File: src/hdl/wake_pkg.sv
// Shared constants and types of the wake-up timer control block.
// Assumes a 32-bit APB master and word-aligned register words.
package wake_pkg;

  // Register indices; the APB byte address is four times the index.
  localparam logic [9:0] IDX_TX_AMP = 10'h307;
  localparam logic [9:0] IDX_CFG_UPPER = 10'h30C;
  localparam logic [9:0] IDX_CFG_LOWER = 10'h30D;
  localparam logic [9:0] IDX_RELOAD_UPPER = 10'h30E;
  localparam logic [9:0] IDX_RELOAD_LOWER = 10'h30F;
  localparam logic [9:0] IDX_FLAG_CTRL = 10'h310;
  localparam logic [9:0] IDX_STATUS = 10'h311;
  localparam logic [9:0] IDX_IRQ_STATUS = 10'h31A;
  localparam logic [9:0] IDX_IRQ_MASK = 10'h31B;

  // Field positions in the lower configuration byte.
  localparam int CFG_RC_ON = 6;
  localparam int CFG_XTAL_ON = 5;
  localparam int CFG_CLK_SEL = 4;
  localparam int CFG_RAM_PWR = 3;
  localparam int CFG_ARM = 0;

  // Field positions in the upper configuration byte.
  localparam int CFG_TRIM_LSB = 3;
  localparam int CFG_DIV_LSB = 0;

  // Flag control and status bit positions.
  localparam int FLAG_CLEAR = 0;
  localparam int FLAG_CAL_RUN = 1;
  localparam int ST_NOW = 0;
  localparam int ST_LATCHED = 1;
  localparam int ST_COLD = 2;

  // Interrupt status and mask bit positions.
  localparam int IRQ_TIMEOUT = 0;
  localparam int IRQ_WAKE = 1;
  localparam int IRQ_W = 2;

  // Reset values.
  localparam logic [5:0] AMP_RESET = 6'h00;
  localparam logic [7:0] BYTE_RESET = 8'h00;
  localparam logic [15:0] RELOAD_RESET = 16'h0000;
  localparam logic [1:0] IRQ_MASK_RESET = 2'h0;

  // Coarse trim landmarks: highest offset, nominal, lowest offset.
  localparam logic [3:0] TRIM_HIGHEST = 4'h0;
  localparam logic [3:0] TRIM_NOMINAL = 4'hD;
  localparam logic [3:0] TRIM_LOWEST = 4'h7;

  // Wake tick division ratios minus one, indexed by divider code.
  localparam logic [15:0] DIV_M1 [8] = '{
    16'h0000, 16'h0003, 16'h0007, 16'h000F,
    16'h007F, 16'h03FF, 16'h1FFF, 16'hFFFF};

  // Committed wake unit configuration.
  typedef struct packed {
    logic [3:0] rc_coarse_trim;
    logic [2:0] wake_tick_divider;
    logic rc_osc_on;
    logic xtal32_on;
    logic wake_clock_select;
    logic retained_ram_power;
    logic wake_arm;
  } wake_cfg_s;

  localparam wake_cfg_s CFG_RESET = '0;

endpackage

File: src/hdl/sticky_bits.sv
// A row of sticky flags that hardware sets and another party clears.
// Assumes set and clear are single-cycle strobes on the same clock.
`timescale 1ns/1ps
module sticky_bits #(
  parameter int W = 1,
  parameter logic [W-1:0] RESET_VAL = '0
) (
  // Clock and reset.
  input wire logic clk,
  input wire logic rst,
  // Strobes.
  input wire logic [W-1:0] set,
  input wire logic [W-1:0] clr,
  // Flag state.
  output logic [W-1:0] q
);

  // Set wins over clear so an event in the clearing cycle is kept.
  always_ff @(posedge clk) begin
    if (rst) begin
      q <= RESET_VAL;
    end else begin
      q <= (q & ~clr) | set;
    end
  end

endmodule

File: src/hdl/tick_divider.sv
// Divides the selected 32.768 kHz source strobe into wake ticks.
// Assumes src_tick is a one-cycle strobe per source period.
`timescale 1ns/1ps
module tick_divider
  import wake_pkg::*;
(
  // Clock and reset.
  input wire logic clk,
  input wire logic rst,
  // Source strobe, ratio code and restart.
  input wire logic src_tick,
  input wire logic [2:0] code,
  input wire logic restart,
  // Divided tick strobe.
  output logic tick
);

  logic [15:0] cnt; // Source strobes seen in the current tick.

  // A tick leaves on the source strobe that completes the ratio.
  assign tick = src_tick && (cnt >= DIV_M1[code]);

  // Counts source strobes; restart aligns a new ratio at once.
  always_ff @(posedge clk) begin
    if (rst || restart) begin
      cnt <= '0;
    end else if (tick) begin
      cnt <= '0;
    end else if (src_tick) begin
      cnt <= cnt + 16'h0001;
    end
  end

endmodule

File: src/hdl/wake_timer_control.sv
// Wake-up timer and low-power clock control, reached over APB.
// Assumes the oscillators deliver one-cycle strobes synchronous to CLK.
`timescale 1ns/1ps
module wake_timer_control
  import wake_pkg::*;
(
  // Clock and reset.
  input wire logic CLK,
  input wire logic RST,
  // APB slave.
  input wire logic PSEL,
  input wire logic PENABLE,
  input wire logic PWRITE,
  input wire logic [11:0] PADDR,
  input wire logic [31:0] PWDATA,
  output logic [31:0] PRDATA,
  output logic PREADY,
  output logic PSLVERR,
  // Oscillator strobes and power state.
  input wire logic RC_TICK,
  input wire logic XTAL_TICK,
  input wire logic RADIO_SLEEP_STATE,
  // Controls to the analog side.
  output wake_pkg::wake_cfg_s WAKE_CFG,
  output logic [5:0] TX_AMP_LEVEL,
  output logic RC_TRIM_RUN,
  // Timer results.
  output logic TIMEOUT_NOW,
  output logic WAKE,
  output logic IRQ
);

  // Bus decode.
  logic [9:0] idx; // Word index of the current access.
  logic mapped; // The index names a register and the byte offset is aligned.
  logic wr; // A write completes at this edge.
  logic rd; // A read completes at this edge.
  logic setup; // Setup phase of any transfer.

  // Software-visible state.
  logic [5:0] amp; // Amplifier level.
  logic [7:0] cfg_pending; // Upper configuration, not yet live.
  logic [7:0] reload_pending; // Upper reload byte, not yet live.
  logic [15:0] reload; // Committed reload count.
  logic cal_run; // RC calibration enable.
  wake_cfg_s cfg; // Committed configuration.
  logic [IRQ_W-1:0] irq_mask; // Interrupt enables.

  // Timer state.
  logic running; // Selected source is powered.
  logic src_tick; // Strobe from the selected source.
  logic wake_tick; // Divided tick.
  logic [15:0] count; // Countdown value.
  logic [15:0] next_count; // Countdown value after a tick.
  logic timeout_ev; // One-cycle pulse as zero is reached.
  logic commit_reload; // Lower reload byte written.
  logic commit_cfg; // Lower configuration byte written.

  // Flags.
  logic flag_clear; // Software clear of both latched flags.
  logic timeout_latched; // Sticky timeout.
  logic cold_start_latched; // Sticky cold start.
  logic [IRQ_W-1:0] irq_set; // Interrupt events.
  logic [IRQ_W-1:0] irq_status; // Sticky interrupt status.
  logic irq_clr; // Read of the interrupt status.

  // The low address bits must be zero for a word access.
  assign idx = PADDR[11:2];
  assign setup = PSEL && !PENABLE;
  assign wr = PSEL && PENABLE && PWRITE && mapped;
  assign rd = PSEL && PENABLE && !PWRITE && mapped;

  // Every register answers without wait states.
  assign PREADY = 1'b1;

  // Which indices exist and whether the byte offset is aligned.
  always_comb begin
    case (idx)
      IDX_TX_AMP, IDX_CFG_UPPER, IDX_CFG_LOWER,
      IDX_RELOAD_UPPER, IDX_RELOAD_LOWER, IDX_FLAG_CTRL,
      IDX_STATUS, IDX_IRQ_STATUS, IDX_IRQ_MASK: begin
        mapped = (PADDR[1:0] == 2'b00);
      end
      default: begin
        mapped = 1'b0;
      end
    endcase
  end

  // Unmapped or misaligned accesses are flagged in the access phase.
  assign PSLVERR = PSEL && PENABLE && !mapped;

  // Commit strobes for the paired registers, and the flag clear strobe.
  assign commit_cfg = wr && (idx == IDX_CFG_LOWER);
  assign commit_reload = wr && (idx == IDX_RELOAD_LOWER);
  assign flag_clear = wr && (idx == IDX_FLAG_CTRL) &&
                      PWDATA[FLAG_CLEAR];

  // Amplifier level; sleep wipes it, and sleep beats a write.
  always_ff @(posedge CLK) begin
    if (RST || RADIO_SLEEP_STATE) begin
      amp <= AMP_RESET;
    end else if (wr && idx == IDX_TX_AMP) begin
      amp <= PWDATA[5:0];
    end
  end
  assign TX_AMP_LEVEL = amp;

  // Upper halves wait here until the matching lower write.
  always_ff @(posedge CLK) begin
    if (RST || RADIO_SLEEP_STATE) begin
      cfg_pending <= BYTE_RESET;
      reload_pending <= BYTE_RESET;
    end else if (wr && idx == IDX_CFG_UPPER) begin
      cfg_pending <= PWDATA[7:0];
    end else if (wr && idx == IDX_RELOAD_UPPER) begin
      reload_pending <= PWDATA[7:0];
    end
  end

  // The configuration goes live as a pair on the lower write. The
  // live copy is the wake unit's own, so it survives sleep; only the
  // shadow bytes software writes are lost. Reserved bits are dropped.
  always_ff @(posedge CLK) begin
    if (RST) begin
      cfg <= CFG_RESET;
    end else if (commit_cfg) begin
      cfg.rc_coarse_trim <= cfg_pending[CFG_TRIM_LSB +: 4];
      cfg.wake_tick_divider <= cfg_pending[CFG_DIV_LSB +: 3];
      cfg.rc_osc_on <= PWDATA[CFG_RC_ON];
      cfg.xtal32_on <= PWDATA[CFG_XTAL_ON];
      cfg.wake_clock_select <= PWDATA[CFG_CLK_SEL];
      cfg.retained_ram_power <= PWDATA[CFG_RAM_PWR];
      cfg.wake_arm <= PWDATA[CFG_ARM];
    end
  end
  assign WAKE_CFG = cfg;

  // The reload count goes live, both bytes together, on the lower
  // write; a lower write alone reuses a stale upper byte.
  always_ff @(posedge CLK) begin
    if (RST) begin
      reload <= RELOAD_RESET;
    end else if (commit_reload) begin
      reload <= {reload_pending, PWDATA[7:0]};
    end
  end

  // Calibration enable; bit 0 is a strobe and is not stored.
  always_ff @(posedge CLK) begin
    if (RST || RADIO_SLEEP_STATE) begin
      cal_run <= 1'b0;
    end else if (wr && idx == IDX_FLAG_CTRL) begin
      cal_run <= PWDATA[FLAG_CAL_RUN];
    end
  end
  assign RC_TRIM_RUN = cal_run;

  // Source select: a source that is powered down gives no strobes.
  assign running = cfg.wake_clock_select ? cfg.rc_osc_on
                                         : cfg.xtal32_on;
  assign src_tick = running && (cfg.wake_clock_select ? RC_TICK
                                                      : XTAL_TICK);

  // Ratio counter; restarting it on a commit keeps the first period
  // after a new reload a full one.
  tick_divider u_div (
    .clk(CLK),
    .rst(RST),
    .src_tick(src_tick),
    .code(cfg.wake_tick_divider),
    .restart(commit_reload || commit_cfg),
    .tick(wake_tick)
  );

  // Next countdown value: reload from zero, otherwise step down.
  always_comb begin
    if (count == 16'h0000) begin
      next_count = reload;
    end else begin
      next_count = count - 16'h0001;
    end
  end

  // Countdown register, stepped only on divided ticks.
  always_ff @(posedge CLK) begin
    if (RST) begin
      count <= RELOAD_RESET;
    end else if (commit_reload) begin
      count <= {reload_pending, PWDATA[7:0]};
    end else if (wake_tick) begin
      count <= next_count;
    end
  end

  // An event marks the tick that lands the counter on zero.
  assign timeout_ev = wake_tick && !commit_reload &&
                      (next_count == 16'h0000);
  assign TIMEOUT_NOW = running && (count == 16'h0000);

  // Wake-up only leaves the block when armed.
  always_ff @(posedge CLK) begin
    if (RST) begin
      WAKE <= 1'b0;
    end else begin
      WAKE <= timeout_ev && cfg.wake_arm;
    end
  end

  // Latched timeout and cold start share the software clear. The
  // cold-start flag comes out of reset set, since reset is power-on.
  sticky_bits #(.W(2), .RESET_VAL(2'b10)) u_flags (
    .clk(CLK),
    .rst(RST),
    .set({1'b0, timeout_ev}),
    .clr({2{flag_clear}}),
    .q({cold_start_latched, timeout_latched})
  );

  // Interrupt events: every timeout, and armed wake-ups.
  assign irq_set[IRQ_TIMEOUT] = timeout_ev;
  assign irq_set[IRQ_WAKE] = timeout_ev && cfg.wake_arm;
  assign irq_clr = rd && (idx == IDX_IRQ_STATUS);

  // Read-to-clear status. Only the bits that the read returned are
  // cleared, so an event after the setup edge waits for the next read.
  sticky_bits #(.W(IRQ_W)) u_irq (
    .clk(CLK),
    .rst(RST),
    .set(irq_set),
    .clr({IRQ_W{irq_clr}} & PRDATA[IRQ_W-1:0]),
    .q(irq_status)
  );

  // Interrupt mask.
  always_ff @(posedge CLK) begin
    if (RST) begin
      irq_mask <= IRQ_MASK_RESET;
    end else if (wr && idx == IDX_IRQ_MASK) begin
      irq_mask <= PWDATA[IRQ_W-1:0];
    end
  end

  // The line stays high while any enabled status bit is set.
  assign IRQ = |(irq_status & irq_mask);

  // Read data is captured in the setup phase so PRDATA is a flop.
  // Write-only registers and unmapped indices read as zero.
  always_ff @(posedge CLK) begin
    if (RST) begin
      PRDATA <= 32'h0000_0000;
    end else if (setup) begin
      PRDATA <= 32'h0000_0000;
      case (idx)
        IDX_TX_AMP: begin
          PRDATA[5:0] <= amp;
        end
        IDX_FLAG_CTRL: begin
          PRDATA[FLAG_CAL_RUN] <= cal_run;
        end
        IDX_STATUS: begin
          PRDATA[ST_NOW] <= TIMEOUT_NOW;
          PRDATA[ST_LATCHED] <= timeout_latched;
          PRDATA[ST_COLD] <= cold_start_latched;
        end
        IDX_IRQ_STATUS: begin
          PRDATA[IRQ_W-1:0] <= irq_status;
        end
        IDX_IRQ_MASK: begin
          PRDATA[IRQ_W-1:0] <= irq_mask;
        end
        default: begin
          PRDATA <= 32'h0000_0000;
        end
      endcase
    end
  end
endmodule

File: config.mk
export PLATFORM = sky130hd
export DESIGN_NAME = wake_timer_control
export DESIGN_NICKNAME = d
export VERILOG_FILES = /design/src/hdl/wake_pkg.sv /design/src/hdl/sticky_bits.sv /design/src/hdl/tick_divider.sv /design/src/hdl/wake_timer_control.sv
export SDC_FILE = /design/constraint.sdc
export NUM_CORES = 1
export LEC_CHECK = 0
export ABC_AREA = 0
export BUFFER_PORTS_ARGS = -buffer_cell sky130_fd_sc_hd__buf_4
export CAP_MARGIN = 40
export CORE_MARGIN = 4
export CORE_UTILIZATION = 45
export DETAILED_ROUTE_END_ITERATION = 8
export PLACE_DENSITY = 0.66
export SETUP_SLACK_MARGIN = 0.1
export SYNTH_ARGS = -nofsm -noshare
export SYNTH_HDL_FRONTEND = slang
export SYNTH_HIERARCHICAL = 1
export SYNTH_SLANG_ARGS = --single-unit
File: constraint.sdc
create_clock -name CLK -period 9.5 [get_ports CLK]
set_clock_uncertainty 0.15 [all_clocks]
set_input_delay 2.375 -clock CLK [delete_from_list [all_inputs] [get_ports CLK]]
set_output_delay 2.375 -clock CLK [all_outputs]
set_load 0.02 [all_outputs]
==> impl_metrics.toml, run 1 <==
[routing]
vias = 4796
drtIter0Drc = 317
drtPass1Iterations = 5
wl_per_cell_um = 16.1
drc_errors = 0
wl_um = 13700
postRouteAntennaNets = 0
viasPerCell = 5.66

[critical_path]
startpoint_type = "input pin"
crit_required_ps = 6980
worstPathArrival_ps = 4390
path_max_fanout = 8
setup.worst_path.class = "input pin to primary output"
endpoint_kind = "primary output"

[cts]
cts_tree = "done"
numClockSinks = 95
clk_pin_slew_ps = 70
cts_buffer_depth = 2
cts_resized = 0
root_buffer = "clkbuf_16"
cts-buffers-inserted = 9
worstSkewPairLatency_ps = 350
post_cts_buffers = 0
cts_hold_buffers = 0
cts-htree-levels = 3

[flow_run]
maxCapViolations = 0

[timing]
setup_slack_ps = 2590
worst_pin_slew_ps = 826
fmax_ghz = 0.145
tns_ps = 0
slew_viol_final = 0
timing.slew.headroom_pct = 44.3
worst_hold_slack_ps = 305
hold_viol = 0
fin_crit_ps = 6910
rsz0062_at_grt = "no"
setup_viol = 0
fin_crit_sh_pct = 72.8

[place]
gp_congestion = 0.931
dp_slack_ps = 2600
dpl.hpwl_um = 9900
io_buffers = 56

[synth]
synth_area_leaders = "dfxtp_1 (36%), mux2i_1 (6.6%), nand2_1 (6.4%), nor2_1 (5.6%), a21oi_1 (5.4%)"
async_flop_share_pct = 0
synth_top_area_cell = "dfxtp_1"
yosys.cell_types.count = 70
synth_edf_count = 0
ys_ff_latch = 95
synth_top_area_share_pct = 35.7
seq_area_frac_synth_pct = 35.7
synth-main-ff-cell = "dfxtp_1"
synth_area_um2 = 5330
syn_inst = 660
syn_avg_cell_area_um2 = 8.07
yosys_warnings = 6

[finish]
syn_to_final_growth_pct = 13.2
most-common-layout-cells = "dfxtp_1 (95), nand2_1 (91), nor2_1 (79), buf_4 (60), a21oi_1 (57)"
fin_nets = 771
n_antenna_cell = 0
layout_commonest_cell = "dfxtp_1"
drive_gt1_share_pct = 13.6

[floorplan]
die_h_um = 117
die_area_um2 = 13600
coreArea_um2 = 11500
start_util_pct = 46.3
ios = 108
die_w_um = 117
fp-row-count = 39

[global_routing]
grt_max_degree = 61
gr-total-overflow = 0
grt_use_total_pct = 21.0
grt_pass1_vias = 4591
grt_pass1_wl_um = 22800
antenna_found_initial = 0

[power]
power_frac_clock_pct = 44.0
max-vdd-ir-drop_mv = 0.146
powerDensity_nw_per_um2 = 131
seq_power_share_pct = 50.6
swShare_pct = 24.2
leakagePower_uw = 0.00246
internal_power_uw = 597
combinationalPowerShare_pct = 5.4
p_switching_uw = 191

[outcome]
status = "finished clean"

[hold_path]
hold_class = "flip-flop to flip-flop"
-- through the flow --
stage	total power [µW]	area [µm²]	utilization, %	std cells
2_1_floorplan	440	5420	-	686
3_3_place_gp	449	5720	49.7	830
3_5_place_dp	450	5750	49.9	832
4_1_cts	797	6030	52.4	848
5_1_grt	817	6030	52.4	848
6_report	789	6030	52.4	848
-- layout make-up --
class                   count  area (µm²)
fillers                  1095        5490
multi-input cells         512        3120
flip-flops and latches     95        1900
repair buffers             62         477
clock buffers              11         243
well taps                 143         179
inverters                  20        75.1
clock inverters             5        40.0
-- kinds of logic (layout without fill, tap and decap cells) --
kind of cell | Yosys count | count (layout) | synth area share (%)
xor+xnor | 18 | 18 | 2.96
buf+inv | 79 | 98 | 7.85
other cells | 2 | 28 | 0.141
flops | 95 | 95 | 35.7
fa+ha+maj | 19 | 19 | 4.46
mux | 36 | 36 | 6.86
compound gates | 129 | 129 | 15.8
simple gates | 282 | 282 | 26.2
-- metal layers --
layer,wire length [µm],vias up,GRT usage [%]
li1,-,2355,-
met1,6040,2290,26.6
met2,6740,133,34.6
met3,683,18,5.66
met4,217,0,6.96
met5,0,-,0
-- registers in the layout, indices dropped and copies added (netlist names) --
register	count
RC_TRIM_RUN	1
reload	16
u_div/cnt	16
u_irq/q	2
PRDATA	6
count	16
u_flags/q	2
cfg_pending	7
irq_mask	2
reload_pending	8
WAKE_CFG	12
TX_AMP_LEVEL	6
WAKE	1
-- Yosys cell counts (all sizes together), types with 3 or more instances --
master   n
ha      19
nor2    79
nor3    17
o211a    3
o21a     3
nor4     9
and2     4
nor4b    4
or4      3
nand2   93
o21ai   18
nand3   19
dfxtp   95
o211ai   4
inv     20
xor2    12
mux2i   35
and3     7
a21oi   58
or3      8
a21o     3
nand4   14
nand2b   9
xnor2    6
o32ai    4
a211oi  10
buf     33
clkbuf  26
o22ai    3
nor2b    4
-- worst max-delay path, stage by stage --
cell,delay (ps)
buf_4,120
nor4_1,490
nand3_1,160
nor4b_2,680
nor2_1,100
o311a_1,310
buf_4,160
-- path summary, 6_finish.rpt --
| check | slack [ps] | endpoint | cells past startpoint | startpoint |
|---|---|---|---|---|
| worst max-delay path | 2590 | PSLVERR | 7 | PADDR[6] |
| worst min-delay path | 300 | WAKE_CFG[11] | 2 | WAKE_CFG[11] |
| worst max register to register | 5550 | u_flags/q[0] | 15 | WAKE_CFG[7] |
| worst min register to register | 300 | WAKE_CFG[11] | 2 | WAKE_CFG[11] |
-- power groups by stage --
| stage | Combinational (µW) | Clock, µW | Sequential, µW |
|---|---|---|---|
| 3_3_place_gp | 41.1 | 0 | 408 |
| 6_report | 42.3 | 347 | 399 |
| 3_5_place_dp | 41.7 | 0 | 408 |
| 5_1_grt | 45.6 | 372 | 399 |
| 2_1_floorplan | 30.6 | 0 | 409 |
| 4_1_cts | 41.9 | 356 | 399 |
Note: power is estimated with default switching activity, not from simulation.
==> run 2, diff against run 1 <==
- ABC_AREA: 0 -> 1
- clock period: 9.5 -> 7.1 ns (I/O delays scaled with it)
==> run 2 against run 1 <==
  * Via count up 6.7%
  * Critical endpoint unchanged
  * Sequential cell count unchanged
  * Count of clock-buffer cells in the layout down 2
  * Wire length down 0.77%
  * Combinational power up 49%
  * First-iteration DRC count up 4.1%
==> impl_metrics.toml, run 2 <==
[power]
combinationalPowerShare_pct = 5.7
internal_power_uw = 833
power_frac_clock_pct = 45.7
swShare_pct = 24.3
max-vdd-ir-drop_mv = 0.130
leakagePower_uw = 0.00299
powerDensity_nw_per_um2 = 178
p_switching_uw = 268
seq_power_share_pct = 48.6

[global_routing]
grt_pass1_wl_um = 22900
grt_use_total_pct = 19.5
grt_max_degree = 34
grt_pass1_vias = 4852
gr-total-overflow = 0
antenna_found_initial = 0

[synth]
syn_inst = 799
synth-main-ff-cell = "dfxtp_1"
seq_area_frac_synth_pct = 34.9
ys_ff_latch = 95
synthTopCellsByCount = "nand2_1 (177), inv_1 (101), dfxtp_1 (95)"
synthMuxAreaShare_pct = 0.368
synth-compound-area-share_pct = 13.3
yosys.cell_types.count = 44
synth_area_leaders = "dfxtp_1 (35%), nand2_1 (12%), inv_1 (7.0%), nor2_1 (5.7%), a21oi_1 (5.5%)"
yosysMostFrequentCell = "nand2_1"
synth_top_area_share_pct = 34.9
synth_top_family_by_area = "simple AND/OR/NAND/NOR gates"
syn_avg_cell_area_um2 = 6.82
synth_area_um2 = 5450
yosys_warnings = 6
synth_edf_count = 0
synthAdderAreaFrac_pct = 4.37
synth_top_area_cell = "dfxtp_1"
synth_simple_gate_area_share_pct = 31.4
async_flop_share_pct = 0
yosys.area_share.xor_xnor_pct = 2.57

[routing]
viasPerCell = 5.13
wl_um = 13600
wl_met2_um = 6330
drtIter0Drc = 330
drtPass1Iterations = 4
met3_length_um = 780
wl_met1_um = 6260
postRouteAntennaNets = 0
vias = 5117
wl_per_cell_um = 13.6
drc_errors = 0
highest_layer = "met4"

[cts]
post_cts_buffers = 0
cts_tree = "done"
cts_hold_buffers = 0
worstSkewPairLatency_ps = 350
cts-htree-levels = 3
cts_resized = 0
cts_buffer_depth = 2
root_buffer = "clkbuf_16"
clk_pin_slew_ps = 70
cts-buffers-inserted = 9
numClockSinks = 95

[critical_path]
setup.worst_path.class = "input pin to primary output"
crit_family = "simple AND/OR/NAND/NOR gates"
endpoint_kind = "primary output"
worstPathArrival_ps = 3060
critPathBufInv = 3
slowest_stage = "nor2_2"
crit_required_ps = 5180
path_max_fanout = 6
cpPeakStageDelay_ps = 230
crit_chain = "buf_4 -> inv_1 -> nand2_1 -> nor2_2 -> nand3_1 -> nand2_1 -> nor2_1 -> a21boi_2 -> nor2_1 -> buf_4"
startpoint_type = "input pin"

[finish]
drive_gt1_share_pct = 13.1
layout_commonest_cell = "nand2_1"
n_antenna_cell = 0
fin_nets = 921
reg_top3 = "count (16), reload (16), u_div/cnt (16)"
most-common-layout-cells = "nand2_1 (177), inv_1 (101), dfxtp_1 (95), nor2_1 (83), a21oi_1 (60)"
syn_to_final_growth_pct = 13.7
instances_no_fill = 998
fin_area_um2 = 6190

[floorplan]
die_w_um = 118
die_h_um = 118
start_util_pct = 46.9
coreArea_um2 = 11600
ios = 108
die_area_um2 = 13900
fp-row-count = 39

[place]
gp_congestion = 0.971
dpl-instance-area_um2 = 5890
place_inst = 982
io_buffers = 56
dpl.hpwl_um = 10200

[timing]
worst_hold_slack_ps = 304
worst_pin_slew_ps = 615
slew_viol_final = 0
hold_viol = 0
fmax_ghz = 0.201
timing.slew.headroom_pct = 59.0
fin_crit_ps = 4980
rsz0062_at_grt = "no"
fin_crit_sh_pct = 70.2
tns_ps = 0
setup_viol = 0

[flow_run]
maxCapViolations = 0

[outcome]
status = "finished clean"

[hold_path]
hold_class = "flip-flop to flip-flop"
-- run 2: cell count changes in the layout (fill, tap and decap cells not counted), moves of 5 or more --
cell      previous run  this run
nand2_1             91       177
nor4_1               7         1
nor2_4               0         8
mux2i_1             35         2
or3_1                8         0
o21ai_0             18        48
nor2_2               0         9
inv_2                0         5
nand2b_1             9         0
and3_1               7         0
nand2_2              2         8
a211oi_1             9         1
nand3_1             19        58
inv_1               20       101
-- run 2: cell type report --
| cell class | count | area, µm² |
|---|---|---|
| Clock inverter | 7 | 81.3 |
| Sequential cell | 95 | 1900 |
| Fill cell | 1152 | 5420 |
| Tap cell | 143 | 179 |
| Timing Repair Buffer | 59 | 467 |
| Inverter | 107 | 402 |
| Clock buffer | 9 | 225 |
| Multi-Input combinational cell | 578 | 2940 |
-- run 2: power by group through the flow --
stage | Clock (µW) | Sequential, µW | Combinational, µW
finish | 503 | 535 | 63.0
global route | 534 | 535 | 68.5
CTS | 515 | 535 | 62.7
detailed placement | 0 | 547 | 62.5
global placement | 0 | 547 | 59.1
floorplan | 0 | 549 | 44.3
-- run 2: cells by family after synthesis --
family	count (synthesis)
other	2
adders and majority gates	19
AOI/OAI and AO/OA	132
DFF	95
buffers and inverters	152
and+or+nand+nor	381
xor gates and xnor gates	16
muxes	2
-- run 2: stage by stage --
| step | util, % | worst slack, ps | total power (µW) |
|---|---|---|---|
| finish | 53.3 | 2120 | 1100 |
| global route | 53.3 | 1950 | 1140 |
| CTS | 53.3 | 2130 | 1110 |
| detailed placement | 50.7 | 2140 | 610 |
| global placement | 50.3 | 2180 | 606 |
| floorplan | - | 2480 | 593 |
-- run 2: routing by layer --
layer  track usage [%]  vias up
met5                 0        -
met4              6.08        0
met3              3.84       18
met2              33.1      152
met1              25.0     2333
li1                  -     2614
-- run 2: worst paths after layout --
path	to	slack (ps)	depth (start not counted)	startpoint
worst max-delay path	PSLVERR	2120	10	PADDR[7]
worst max register to register	count[4]	4320	14	WAKE_CFG[7]
worst min register to register	reload_pending[2]	300	2	reload_pending[2]
worst min-delay path	reload_pending[2]	300	2	reload_pending[2]
-- run 2: worst min-delay path, stage by stage (launching register included) --
cell and delay (ps):
dfxtp_1 310, inv_1 50, a21oi_1 50
